--- src/logic/axis_pkg.sv ---
// Constants, register map and carrier types for the axis position monitor
package axis_pkg;
    localparam int          CLK_HZ          = 125000000;
    localparam int          ZM_MIN_US_X100  = 833;
    localparam int          ZM_MIN_CYC      = (ZM_MIN_US_X100 * (CLK_HZ / 1000000) + 99) / 100;

    localparam logic [31:0] TRAVEL_MAX      = 32'sd500000000;
    localparam logic [31:0] TRAVEL_MIN      = -32'sd500000000;
    localparam logic [31:0] ROT_END_MAX     = 32'd1000000000;
    localparam logic [31:0] PPR_MAX         = 32'h0080_0000;
    localparam logic [31:0] PULSES_PER_INC  = 32'd4;
    localparam logic [31:0] ZM_DIV_TEN      = 32'd10;
    localparam logic [31:0] ZM_DIV_SIXTEEN  = 32'd16;

    // Register byte offsets
    localparam logic [7:0]  OFS_CTRL        = 8'h00;
    localparam logic [7:0]  OFS_ROT_END     = 8'h04;
    localparam logic [7:0]  OFS_LIM_LOW     = 8'h08;
    localparam logic [7:0]  OFS_LIM_HIGH    = 8'h0c;
    localparam logic [7:0]  OFS_REF_COORD   = 8'h10;
    localparam logic [7:0]  OFS_INC_REV     = 8'h14;
    localparam logic [7:0]  OFS_CMD         = 8'h18;
    localparam logic [7:0]  OFS_STATUS      = 8'h1c;
    localparam logic [7:0]  OFS_POSITION    = 8'h20;
    localparam logic [7:0]  OFS_REF_POS     = 8'h24;
    localparam logic [7:0]  OFS_MEAS_LEN    = 8'h28;

    // Control field positions
    localparam int          B_ROTARY        = 0;
    localparam int          B_REF_MINUS     = 1;
    localparam int          B_INVERT        = 2;
    localparam int          B_WR_MON        = 3;
    localparam int          B_ZM_MON        = 4;
    localparam int          B_DIAG_EN       = 5;
    localparam int          B_DI_TRAV       = 6;
    localparam int          B_DI_WORK       = 7;
    localparam int          B_DI_ZM         = 8;
    localparam int          B_LM_LO         = 9;
    localparam int          B_LM_HI         = 11;
    localparam logic [31:0] CTRL_RESET      = 32'h0000_0008;

    // Command bits (write one)
    localparam int          C_RUN           = 0;
    localparam int          C_STOP          = 1;
    localparam int          C_REF_DONE      = 2;

    localparam logic [31:0] ROT_END_RESET   = 32'd100000;
    localparam logic [31:0] LIM_LOW_RESET   = -32'sd100000000;
    localparam logic [31:0] LIM_HIGH_RESET  = 32'sd100000000;
    localparam logic [31:0] REF_RESET       = 32'h0000_0000;
    localparam logic [31:0] INC_REV_RESET   = 32'd1000;

    typedef enum logic [2:0] {
        LM_OFF, LM_RISE_RISE, LM_FALL_FALL, LM_RISE_FALL, LM_FALL_RISE
    } meas_mode_t;

    typedef struct packed {
        logic a;
        logic b;
        logic n;
    } enc_t;

    typedef struct packed {
        logic       cyc;
        logic       stb;
        logic       we;
        logic [3:0] sel;
        logic [7:0] adr;
        logic [31:0] dat;
    } wb_req_t;
endpackage : axis_pkg

--- src/logic/axis_position_monitor.sv ---
// Axis position tracking, limit and zero-mark monitors with a Wishbone slave
// Notes on behaviour
// - Axis type linear or rotary, linear default
// - Rotary position wraps between zero and end-1
// - Rotary end 1..1e9, default 100000, non-negative
// - Soft limits bound linear working range inclusively
// - Limits checked only synchronized with monitoring on
// - Run start: unsynchronized, position gets reference coordinate
// - Reference approach done assigns reference coordinate
// - Reference point on plus or minus side
// - Five length measurement edge modes, off default
// - Traversing range exceed cancels sync, aborts run
// - Working range exceed cancels run, linear only
// - Increments per revolution 1..2^23, fourfold evaluation
// - Count direction normal or inverted
// - Zero mark pulse spacing checked when enabled
// - Zero mark check off unless ppr divisible 10/16
// - Zero mark failure cancels sync, aborts run
// - Responding monitors may raise diagnostic interrupt
// - Diagnostic needs global and per-monitor enable
`timescale 1ns/1ps
module axis_position_monitor
(
    // Clock and reset
    input  wire logic                  CLK,
    input  wire logic                  RST_B,
    // Wishbone slave
    input  wire axis_pkg::wb_req_t     WB_REQ,
    output logic                       WB_ACK,
    output logic [31:0]                WB_DAT_O,
    // Encoder and switch pins
    input  wire axis_pkg::enc_t        ENC,
    input  wire logic                  REF_SWITCH,
    input  wire logic                  LENGTH_MEASURE_INPUT,
    // Status
    output logic                       RUNNING,
    output logic                       SYNCED,
    output logic                       RUN_ABORT,
    output logic                       DIAG_IRQ
);
    import axis_pkg::*;

    function automatic logic signed [31:0] wrap(input logic signed [31:0] p,
                                               input logic [31:0] e);
        logic signed [31:0] r;
        r = p;
        if (p < 0)
            r = p + $signed(e);
        else if (p >= $signed(e))
            r = p - $signed(e);
        return r;
    endfunction : wrap

    // Synchronisers; first stage read only by second
    logic [4:0] s1;
    logic [4:0] s2;
    logic [4:0] s3;
    always_ff @(posedge CLK or negedge RST_B)
    begin
        if (!RST_B)
        begin
            s1 <= 5'h00;
            s2 <= 5'h00;
            s3 <= 5'h00;
        end
        else
        begin
            s1 <= {ENC.a, ENC.b, ENC.n, REF_SWITCH, LENGTH_MEASURE_INPUT};
            s2 <= s1;
            s3 <= s2;
        end
    end
    logic a, b, a_q, b_q, n, n_q, rs, rs_q, di, di_q;
    assign {a, b, n, rs, di} = s2;
    assign {a_q, b_q, n_q, rs_q, di_q} = s3;

    // Quadrature decode: an edge of A or of B alone is one pulse; edges of both in one cycle give none
    logic step, up;
    always_comb
    begin
        step = (a ^ a_q) ^ (b ^ b_q);
        up   = (a ^ b_q);
    end

    // Configuration registers
    logic [31:0]        ctrl, rot_end, inc_rev;
    logic signed [31:0] lim_low, lim_high, ref_coord;
    logic [31:0]        next_ctrl, next_rot_end, next_inc_rev;
    logic signed [31:0] next_lim_low, next_lim_high, next_ref_coord;
    logic               wr, cmd_run, cmd_stop, cmd_ref;
    logic               next_ack;
    logic [31:0]        next_rd;

    // Axis state
    logic signed [31:0] pos, ref_pos, meas_start, meas_len;
    logic signed [31:0] next_pos, next_ref_pos, next_meas_start, next_meas_len;
    logic               running, synced, abort, diag, meas_act, zm_seen;
    logic               next_running, next_synced, next_abort, next_diag;
    logic               next_meas_act, next_zm_seen;
    logic [31:0]        zm_cnt, next_zm_cnt;
    logic [2:0]         status;
    logic [2:0]         next_status;
    logic [31:0]        rev_pulses;

    logic               rotary, zm_ok, trav_err, work_err, zm_err;
    meas_mode_t         lm;
    logic               di_rise, di_fall, lm_start, lm_end;

    always_comb
    begin
        rotary  = ctrl[B_ROTARY];
        lm      = meas_mode_t'(ctrl[B_LM_HI:B_LM_LO]);
        // Modulo on a 26-bit value; checked once per config, not per pulse
        rev_pulses = inc_rev * PULSES_PER_INC;
        zm_ok   = ctrl[B_ZM_MON] &&
                  (rev_pulses % ZM_DIV_TEN == 32'd0 ||
                   rev_pulses % ZM_DIV_SIXTEEN == 32'd0);
        di_rise = di & ~di_q;
        di_fall = ~di & di_q;
        unique case (lm)
            LM_RISE_RISE: begin lm_start = di_rise; lm_end = di_rise; end
            LM_FALL_FALL: begin lm_start = di_fall; lm_end = di_fall; end
            LM_RISE_FALL: begin lm_start = di_rise; lm_end = di_fall; end
            LM_FALL_RISE: begin lm_start = di_fall; lm_end = di_rise; end
            default:      begin lm_start = 1'b0;    lm_end = 1'b0;    end
        endcase
    end

    // Bus decode
    always_comb
    begin
        wr       = WB_REQ.cyc && WB_REQ.stb && WB_REQ.we && !WB_ACK;
        next_ack = WB_REQ.cyc && WB_REQ.stb && !WB_ACK;
        next_ctrl      = ctrl;
        next_rot_end   = rot_end;
        next_lim_low   = lim_low;
        next_lim_high  = lim_high;
        next_ref_coord = ref_coord;
        next_inc_rev   = inc_rev;
        cmd_run  = 1'b0;
        cmd_stop = 1'b0;
        cmd_ref  = 1'b0;
        if (wr && WB_REQ.sel == 4'hf)
        begin
            unique case (WB_REQ.adr)
                OFS_CTRL:      next_ctrl      = WB_REQ.dat;
                OFS_ROT_END:   if (WB_REQ.dat != 32'h0 && WB_REQ.dat <= ROT_END_MAX)
                                   next_rot_end = WB_REQ.dat;
                OFS_LIM_LOW:   next_lim_low   = WB_REQ.dat;
                OFS_LIM_HIGH:  next_lim_high  = WB_REQ.dat;
                OFS_REF_COORD: next_ref_coord = WB_REQ.dat;
                OFS_INC_REV:   if (WB_REQ.dat != 32'h0 && WB_REQ.dat <= PPR_MAX)
                                   next_inc_rev = WB_REQ.dat;
                OFS_CMD:
                begin
                    cmd_run  = WB_REQ.dat[C_RUN];
                    cmd_stop = WB_REQ.dat[C_STOP];
                    cmd_ref  = WB_REQ.dat[C_REF_DONE];
                end
                default: ;
            endcase
        end
        unique case (WB_REQ.adr)
            OFS_CTRL:      next_rd = ctrl;
            OFS_ROT_END:   next_rd = rot_end;
            OFS_LIM_LOW:   next_rd = lim_low;
            OFS_LIM_HIGH:  next_rd = lim_high;
            OFS_REF_COORD: next_rd = ref_coord;
            OFS_INC_REV:   next_rd = inc_rev;
            OFS_STATUS:    next_rd = {26'h0, status, diag, synced, running};
            OFS_POSITION:  next_rd = pos;
            OFS_REF_POS:   next_rd = ref_pos;
            OFS_MEAS_LEN:  next_rd = meas_len;
            default:       next_rd = 32'h0;
        endcase
    end

    // Axis behaviour
    always_comb
    begin
        logic signed [31:0] p;
        logic               dir_up;
        p = pos;
        dir_up = up ^ ctrl[B_INVERT];
        next_running = running;
        next_synced  = synced;
        next_abort   = 1'b0;
        next_diag    = diag;
        next_status  = status;
        next_ref_pos = ref_pos;
        next_meas_start = meas_start;
        next_meas_len   = meas_len;
        next_meas_act   = meas_act;
        next_zm_cnt     = zm_cnt;
        next_zm_seen    = zm_seen;
        trav_err = 1'b0;
        work_err = 1'b0;
        zm_err   = 1'b0;
        if (step)
        begin
            p = dir_up ? pos + 32'sd1 : pos - 32'sd1;
            if (rotary)
                p = wrap(p, rot_end);
            next_zm_cnt = zm_cnt + 32'd1;
        end
        // Zero mark spacing must be one revolution of pulses
        if (n & ~n_q & zm_ok)
        begin
            if (zm_seen && next_zm_cnt != rev_pulses)
                zm_err = 1'b1;
            next_zm_seen = 1'b1;
            next_zm_cnt  = 32'h0;
        end
        if (rs & ~rs_q && (dir_up ^ ctrl[B_REF_MINUS]))
            next_zm_cnt = 32'h0;
        trav_err = (p > $signed(TRAVEL_MAX)) || (p < $signed(TRAVEL_MIN));
        work_err = !rotary && synced && ctrl[B_WR_MON] &&
                   ((p < lim_low) || (p > lim_high));
        if (lm_start && !meas_act)
        begin
            next_meas_start = p;
            next_meas_act   = 1'b1;
        end
        else if (lm_end && meas_act)
        begin
            next_meas_len = p - meas_start;
            next_meas_act = 1'b0;
        end
        if (cmd_ref)
        begin
            p           = ref_coord;
            next_ref_pos = ref_coord;
            next_synced = 1'b1;
        end
        if (trav_err || zm_err)
            next_synced = 1'b0;
        if (running && (trav_err || zm_err || work_err))
        begin
            next_running = 1'b0;
            next_abort   = 1'b1;
        end
        if (trav_err || zm_err || work_err)
            next_status = status | {zm_err, work_err, trav_err};
        // Both global and per-monitor enable needed
        if (ctrl[B_DIAG_EN] && ((trav_err && ctrl[B_DI_TRAV]) ||
            (work_err && ctrl[B_DI_WORK]) || (zm_err && ctrl[B_DI_ZM])))
            next_diag = 1'b1;
        else if (wr && WB_REQ.adr == OFS_STATUS)
            next_diag = 1'b0;
        if (wr && WB_REQ.adr == OFS_STATUS)
            next_status = {zm_err, work_err, trav_err};
        if (cmd_stop)
            next_running = 1'b0;
        if (cmd_run && !running)
        begin
            next_running = 1'b1;
            next_synced  = 1'b0;
            p            = ref_coord;
            next_zm_seen = 1'b0;
        end
        next_pos = p;
    end

    always_ff @(posedge CLK or negedge RST_B)
    begin
        if (!RST_B)
        begin
            ctrl <= CTRL_RESET;
            rot_end <= ROT_END_RESET;
            lim_low <= LIM_LOW_RESET;
            lim_high <= LIM_HIGH_RESET;
            ref_coord <= REF_RESET;
            inc_rev <= INC_REV_RESET;
            WB_ACK <= 1'b0;
            WB_DAT_O <= 32'h0;
            pos <= REF_RESET;
            ref_pos <= REF_RESET;
            meas_start <= 32'h0;
            meas_len <= 32'h0;
            meas_act <= 1'b0;
            running <= 1'b0;
            synced <= 1'b0;
            abort <= 1'b0;
            diag <= 1'b0;
            status <= 3'h0;
            zm_cnt <= 32'h0;
            zm_seen <= 1'b0;
        end
        else
        begin
            ctrl <= next_ctrl;
            rot_end <= next_rot_end;
            lim_low <= next_lim_low;
            lim_high <= next_lim_high;
            ref_coord <= next_ref_coord;
            inc_rev <= next_inc_rev;
            WB_ACK <= next_ack;
            WB_DAT_O <= next_rd;
            pos <= next_pos;
            ref_pos <= next_ref_pos;
            meas_start <= next_meas_start;
            meas_len <= next_meas_len;
            meas_act <= next_meas_act;
            running <= next_running;
            synced <= next_synced;
            abort <= next_abort;
            diag <= next_diag;
            status <= next_status;
            zm_cnt <= next_zm_cnt;
            zm_seen <= next_zm_seen;
        end
    end

    assign RUNNING   = running;
    assign SYNCED    = synced;
    assign RUN_ABORT = abort;
    assign DIAG_IRQ  = diag;

    a_rotary_range: assert property (@(posedge CLK) disable iff (!RST_B)
        rotary && !$past(cmd_run) |-> pos >= 0)
        else $error("rotary position negative");
    a_trav_abort: assert property (@(posedge CLK) disable iff (!RST_B)
        running && trav_err |=> !synced && !running && abort)
        else $error("travel exceed not handled");
    a_work_abort: assert property (@(posedge CLK) disable iff (!RST_B)
        running && work_err |=> !running ##0 abort)
        else $error("working range exceed not handled");
    a_work_gate: assert property (@(posedge CLK) disable iff (!RST_B)
        (!synced || rotary || !ctrl[B_WR_MON]) && !trav_err && !zm_err |=> !abort)
        else $error("limit check while not allowed");
    a_run_start: assert property (@(posedge CLK) disable iff (!RST_B)
        cmd_run && !running |=> running && !synced && pos == $past(ref_coord))
        else $error("run start wrong");
    a_ref_assign: assert property (@(posedge CLK) disable iff (!RST_B)
        cmd_ref && !cmd_run && !trav_err && !zm_err |=> synced && ref_pos == $past(ref_coord))
        else $error("reference not assigned");
    a_zm_forced_off: assert property (@(posedge CLK) disable iff (!RST_B)
        zm_err |-> ctrl[B_ZM_MON] && (inc_rev % 32'd5 == 32'd0 || inc_rev % 32'd4 == 32'd0))
        else $error("zero mark check while off");
    a_zm_abort: assert property (@(posedge CLK) disable iff (!RST_B)
        zm_err |=> !synced)
        else $error("zero mark error kept sync");
    a_diag_gate: assert property (@(posedge CLK) disable iff (!RST_B)
        $rose(diag) |-> $past(ctrl[B_DIAG_EN]))
        else $error("diag without global enable");
    a_step_one: assert property (@(posedge CLK) disable iff (!RST_B)
        step && !rotary && !cmd_run && !cmd_ref |=> (pos - $past(pos) == 1) ||
        ($past(pos) - pos == 1))
        else $error("step not one pulse");
    c_rot_wrap: cover property (@(posedge CLK) rotary && step && pos == 0);
    c_abort: cover property (@(posedge CLK) abort);
    c_meas: cover property (@(posedge CLK) lm_end && meas_act);
    c_diag: cover property (@(posedge CLK) $rose(diag));
endmodule : axis_position_monitor

--- config.mk ---
export PLATFORM = sky130hd
export DESIGN_NAME = axis_position_monitor
export DESIGN_NICKNAME = d
export VERILOG_FILES = /design/src/logic/axis_pkg.sv /design/src/logic/axis_position_monitor.sv
export SDC_FILE = /design/constraint.sdc
export NUM_CORES = 1
export LEC_CHECK = 0
export BUFFER_PORTS_ARGS = -buffer_cell sky130_fd_sc_hd__clkbuf_2
export CAP_MARGIN = 20
export CELL_PAD_IN_SITES_DETAIL_PLACEMENT = 0
export CELL_PAD_IN_SITES_GLOBAL_PLACEMENT = 1
export CORE_MARGIN = 1
export CORE_UTILIZATION = 35
export CTS_CLUSTER_SIZE = 28
export DETAILED_ROUTE_END_ITERATION = 6
export GPL_TIMING_DRIVEN = 0
export PLACE_DENSITY = 0.6
export SLEW_MARGIN = 20
export SYNTH_ARGS = -nofsm -noshare
export SYNTH_HDL_FRONTEND = slang
export SYNTH_SLANG_ARGS = --single-unit
--- constraint.sdc ---
create_clock -name CLK -period 19.8 [get_ports CLK]
set_input_delay 0 -clock CLK [delete_from_list [all_inputs] [get_ports CLK]]
set_output_delay 0 -clock CLK [all_outputs]
set_load 0.02 [all_outputs]
==> qor.yml, run 1 <==
run_status:
  outcome: "finished, violations left"
  violations: "design-rule violations"
hold_path:
  hold_path_class: "in -> async"
cells_and_area:
  seqCellArea_um2: 10280
  syn_to_final_growth_pct: 14.71
  nNetsFinal: 3903
  drive_gt1_frac: 0.1207
  diodes: 0
  fillCellCount: 8490
  multi_input_area_um2: 17640
yosys:
  synth_cell_types: 115
  synthCells: 3454
  syn_nets: 3702
  synth_warnings: 0
  muxShareOfSynthArea: 0.04844
  yosysMostFrequentCell: "nand2_1"
  yosys.area.top_type: "dfrtp_1"
  synth_flop_cell: "dfrtp_1"
  yosys.area.top_type_share: 0.3123
  synth_edf_count: 0
  synth_xor_area_frac: 0.04242
  ys_seq_area_frac: 0.3458
  synth_top_family_by_area: "compound AO/OA/AOI/OAI gates"
  synth_common_cells: "nand2_1 (399), dfrtp_1 (371), o21ai_0 (290), inv_1 (268), nor2_1 (200)"
  synth_area_um2: 29730
  ys_ff_latch: 409
  synth_compound_area_frac: 0.2446
  yosys.area_share.simple: 0.1714
  ys_async_sr_fraction: 1.000
  synth_area_leaders: "dfrtp_1 (31%), ha_1 (8.0%), nand2_1 (5.0%)"
  syn_area_per_cell_um2: 8.608
  synthAdderAreaFrac: 0.08408
timing:
  clock.fmax_ghz: 0.05403
  relSlewSlack: 0.1960
  setup_tns_ns: 0
  setup_violations: 0
  min_period_over_period: 0.9348
  fin_skew_ns: 0.03219
  final_hold_viol_count: 0
  rsz0062_at_grt: "false"
  slew_violations: 0
  tightest_slew_ns: 1.206
  setup_slack_ns: 1.290
  fin_crit_ns: 18.51
clock_tree:
  clkLatencyLatePin_ns: 0.62
  root_buffer: "clkbuf_16"
  cts_buffer_depth: 3
  tritoncts: "yes"
  cts_buffers: 48
  clk_pin_slew_ns: 0.06
  clkSinkCount: 409
  cts-htree-levels: 2
critical_path:
  rrSetupSlack_ns: 1.29
  worstPathArrival_ns: 18.98
  rr_worst_depth: 83
  cp_slowest_stage_delay_ns: 0.68
  crit_type: "reg -> reg"
  start_kind: "flip-flop"
  cp_max_fo: 10
  required_ns: 20.27
  worstSetupEndpointType: "flip-flop"
  path_common_cell: "a21oi_1"
  cp_slowest_cell: "a21oi_1"
place:
  dp_hpwl_um: 94560
  dpl_worst_slack_ns: 0.9274
  place_congestion: 0.8928
  io_buffers: 85
floorplanning:
  fp.coreArea_um2: 83820
  start_util: 0.3547
  die_w_um: 293.5
  dieHeight_um: 293.5
  boundaryPins: 91
  die_area_um2: 86120
  rows: 106
global_routing:
  grt_pass1_wl_um: 178700
  grt_max_degree: 85
  track_usage: 0.2757
  antenna_found_initial: 4
  grt.overflow.total: 0
  grt_pass1_vias: 27710
route:
  wirelength_um: 120800
  wl_per_cell_um: 25.03
  dr_total_vias: 28360
  drc: 2
  final_antenna_net_count: 0
  dr.pass1.iters: 7
  via_per_inst: 5.873
  drt_iter0_markers: 2819
job:
  drv_cap: 0
power:
  ir_worst_vdd_v: 0.0001051
  p_leak_nw: 15.27
  p_per_area_nw_per_um2: 123.8
==> state kept, by name, summed over array words and instances (netlist names), 3 cells and up <==
name / cells
s1: 5
meas_len: 32
ref_pos: 32
inc_rev: 32
rot_end: 32
meas_start: 32
s2: 5
zm_cnt: 32
pos: 32
lim_high: 32
lim_low: 32
ctrl: 32
ref_coord: 32
status: 3
s3: 5
WB_DAT_O: 32
==> cells in the final DEF (no fill, tap or decap), drive strengths merged, types with 28 or more instances in the layout <==
master and count:
a22o 33, ha 190, nand2 402, a221oi 49, xor2 41, a31oi 29
a22oi 51, inv 270, dfrtp 371, nor2 203, nand3 95, buf 62
nand2b 28, nor3 76, o21ai 302, o21bai 48, clkbuf 303, xnor2 103
nor4 34, mux2 119, dlygate4sd3 47, dfstp 38, nand4 62, a21o 37
a21oi 166
==> path summary, 6_finish.rpt <==
| path | from | to |
|---|---|---|
| hold reg to reg | s1[0] | s2[0] |
| min in group CLK | LENGTH_MEASURE_INPUT | s1[0] |
| max in group asynchronous | RST_B | inc_rev[9] |
| hold / removal | RST_B | lim_high[22] |
| setup reg to reg | s2[4] | meas_len[31] |
| setup / recovery | s2[4] | meas_len[31] |
==> where the power goes <==
group          switching (mW)  internal (mW)  leakage (nW)
combinational            1.48          0.843          9.41
clock                   0.399          0.575         0.847
sequential             0.0491          0.879          5.01
total                    1.92           2.30          15.3
==> layout make-up <==
| cell class | instances | area share |
|---|---|---|
| buffer | 197 | 0.02495 |
| clock buffer | 65 | 0.04091 |
| clock inverter | 24 | 0.009428 |
| inverter | 275 | 0.03027 |
| multi-input combinational | 2573 | 0.5171 |
| sequential | 409 | 0.3015 |
| tap | 1134 | 0.04160 |
| timing repair buffer | 151 | 0.03427 |
==> routing by layer <==
layer  global-route usage  vias to the layer above  share of wire
met4              0.07825                        0          0.027
met3              0.02640                      143          0.058
met1               0.3824                    14140           0.45
li1                     -                    13060              -
met2               0.4546                     1018           0.47
met5                    0                        -              0
==> repair_timing <==
item / in CTS / in global routing
hold buffers: 48 / 0
endpoints found under the hold margin: 424 / 0
setup endpoints to repair: 0 / 1
gates resized for setup: 0 / 4
setup buffers: 0 / 0
==> metrics by stage <==
stage	total power, mW	util	hold slack, ns	instance area, um^2	std cells
floorplan	2.501	-	-0.2956	29730	3454
global placement	3.155	0.3767	0.1087	31580	4673
detailed placement	3.200	0.3805	-0.02731	31890	4690
CTS	4.206	0.4068	0.002563	34100	4827
global route	4.498	0.4069	0.02798	34110	4828
finish	4.221	0.4069	0.02733	34110	4828
==> critical path, delay by kind of cell, from the launching register on <==
kind	cells	cell delay, ns
compound gates	57	11.68
xor+xnor	5	1.24
fa+ha+maj	3	1.06
buf+inv	8	2.69
flops	1	0.39
simple gates	10	1.26
==> logic make-up after synthesis <==
logic type,Yosys count
and+or+nand+nor,1059
muxes,129
buffers and inverters,472
AOI/OAI and AO/OA,1043
DFF,409
xor gates and xnor gates,144
adders and majority gates,198
(Power assumes the default switching activity.)
==> run 2, diff against run 1 <==
PLACE_DENSITY = 0.63   (was 0.6)
RECOVER_POWER = 100   (was default)
clock period = 15.5 ns   (was 19.8 ns; I/O delays follow)
==> run 2 against run 1 <==
The run ends with max-capacitance violations, max-slew violations left; final cell count rose by 0.31%; non-clock buffer count rose by 12; register-to-register slack got worse by 0.27 ns; largest power group unchanged; highest routed layer is now met5.
==> qor.yml, run 2 (synthesized netlist as in run 1, its figures left out) <==
timing:
  setup_tns_ns: 0
  slew_violations: 423
  final_hold_viol_count: 0
  fin_skew_ns: 0.02575
  hold_ws_ns: 0.03050
  clock.fmax_ghz: 0.06906
  min_period_over_period: 0.9342
  fin_crit_ns: 14.48
  rsz0062_at_grt: "false"
  setup_violations: 0
  setup_slack_ns: 1.019
  tightest_slew_ns: 4.385
  relSlewSlack: -1.923
clock_tree:
  cts_buffer_depth: 3
  cts_buffers: 48
  clkSinkCount: 409
  tritoncts: "yes"
  clkLatencyLatePin_ns: 0.62
  cts-htree-levels: 2
  root_buffer: "clkbuf_16"
  clk_pin_slew_ns: 0.06
route:
  wl_per_cell_um: 23.84
  via_per_inst: 5.745
  dr.pass1.iters: 7
  drc: 0
  wirelength_um: 115500
  final_antenna_net_count: 0
  dr_total_vias: 27820
  drt_iter0_markers: 2586
cells_and_area:
  fin_area_um2: 34240
  seqCellArea_um2: 10280
  drive_gt1_frac: 0.1182
  syn_to_final_growth_pct: 15.15
  fillCellCount: 8628
  multi_input_area_um2: 17870
  final_cells: 4843
  final_cell_mix: "nand2_1 (398), dfrtp_1 (371), o21ai_0 (281)"
  postLayoutCoreUtil: 0.4084
  final_common_cell: "nand2_1"
  nNetsFinal: 3916
place:
  place_congestion: 0.9246
  io_buffers: 85
  dp.cells: 4687
  dpl_worst_slack_ns: -3.289
  dp_hpwl_um: 89850
  dpl-instance-area_um2: 31860
global_routing:
  grt.overflow.total: 0
  antenna_found_initial: 2
  grt_max_degree: 82
  track_usage: 0.2621
  grt_pass1_vias: 26580
  grt_pass1_wl_um: 170400
job:
  drv_cap: 7
power:
  internal_power_mw: 3.039
  switching_share: 0.4523
  total_power_mw: 5.548
  switchingPower_mw: 2.510
  ir_worst_vdd_v: 0.0001052
  p_per_area_nw_per_um2: 162.1
  p_leak_nw: 15.13
  seqPwrFrac: 0.214
  p_comb_frac: 0.561
  clkPwrFrac: 0.226
critical_path:
  cp_top_family: "compound AO/OA/AOI/OAI gates"
  cp_slowest_cell: "clkbuf_1"
  required_ns: 15.98
  crit_type: "reg -> reg"
  worstSetupEndpointType: "flip-flop"
  rr_worst_depth: 78
  path_depth: 78
  cp_max_fo: 10
  start_kind: "flip-flop"
  worstPathArrival_ns: 14.96
  path_common_cell: "o21bai_1"
  cp_slowest_stage_delay_ns: 0.58
  path_buf_inv: 7
floorplanning:
  die_area_um2: 86120
  dieHeight_um: 293.5
  start_util: 0.3547
  die_w_um: 293.5
  fp.coreArea_um2: 83820
  rows: 106
  boundaryPins: 91
hold_path:
  hold_path_class: "in -> reg"
  hold_depth: 2
run_status:
  violations: "max-capacitance violations, max-slew violations"
  outcome: "finished, violations left"
==> run 2: cell count changes in the layout (fill, tap and decap cells not counted), moves of 6 or more <==
cell      delta
clkbuf_1    +65
a21oi_2     +23
a21oi_1     -24
o21ai_0      -7
clkbuf_8     -6
clkbuf_2    -43
buf_4       +14
clkinv_2     -7
==> run 2: worst reg2reg max path: cells and delay by family (launching register included) <==
family          cells  cell delay (ns)
compound gates     53             8.58
xor+xnor            5             1.15
fa+ha+maj           3             0.99
buf+inv             7             1.80
flops               1             0.39
mux                 1             0.40
simple gates        9             1.10
==> run 2: layout make-up <==
| type | count | share of cell area |
|---|---|---|
| multi-input combinational | 2574 | 0.5220 |
| sequential | 409 | 0.3003 |
| tap | 1134 | 0.04144 |
| clock buffer | 68 | 0.03995 |
| timing repair buffer | 165 | 0.03037 |
| inverter | 275 | 0.03037 |
| buffer | 195 | 0.02518 |
| clock inverter | 20 | 0.01009 |
| antenna | 3 | 0.0002193 |
==> run 2: routing by layer <==
metal	wire length (um)	GRT usage	up-vias
met1	52710	0.3700	13660
met4	3714	0.08333	2
li1	-	-	13080
met3	6349	0.02693	169
met2	52690	0.4187	911
met5	13	0	-
==> run 2: final timing paths <==
kind | end | startpoint | slack (ns)
worst max register to register | meas_len[31] | s3[3] | 1.02
max in group asynchronous | zm_cnt[3] | RST_B | 4.97
worst max-delay path | meas_len[31] | s3[3] | 1.02
min in group asynchronous | meas_start[29] | RST_B | 1.33
worst min-delay path | s1[0] | LENGTH_MEASURE_INPUT | 0.03
worst min register to register | s2[1] | s1[1] | 0.35
==> run 2: repair_timing <==
| action | CTS | global route |
|---|---|---|
| cloned | 0 | 1 |
| pin swaps | 5 | 12 |
| hold endpoints to repair | 282 | 0 |
| setup buffers | 13 | 9 |
| hold buffers | 43 | 0 |
| endpoints found under the setup margin | 20 | 5 |
| gates resized for setup | 32 | 43 |
==> run 2: power by group through the flow <==
stage / Sequential (mW) / Clock (mW) / Combinational, mW
CTS: 1.18 / 1.28 / 2.97
floorplan: 1.18 / 0 / 2.02
finish: 1.19 / 1.25 / 3.11
global placement: 1.20 / 0 / 2.83
detailed placement: 1.20 / 0 / 2.84
global route: 1.19 / 1.32 / 3.41
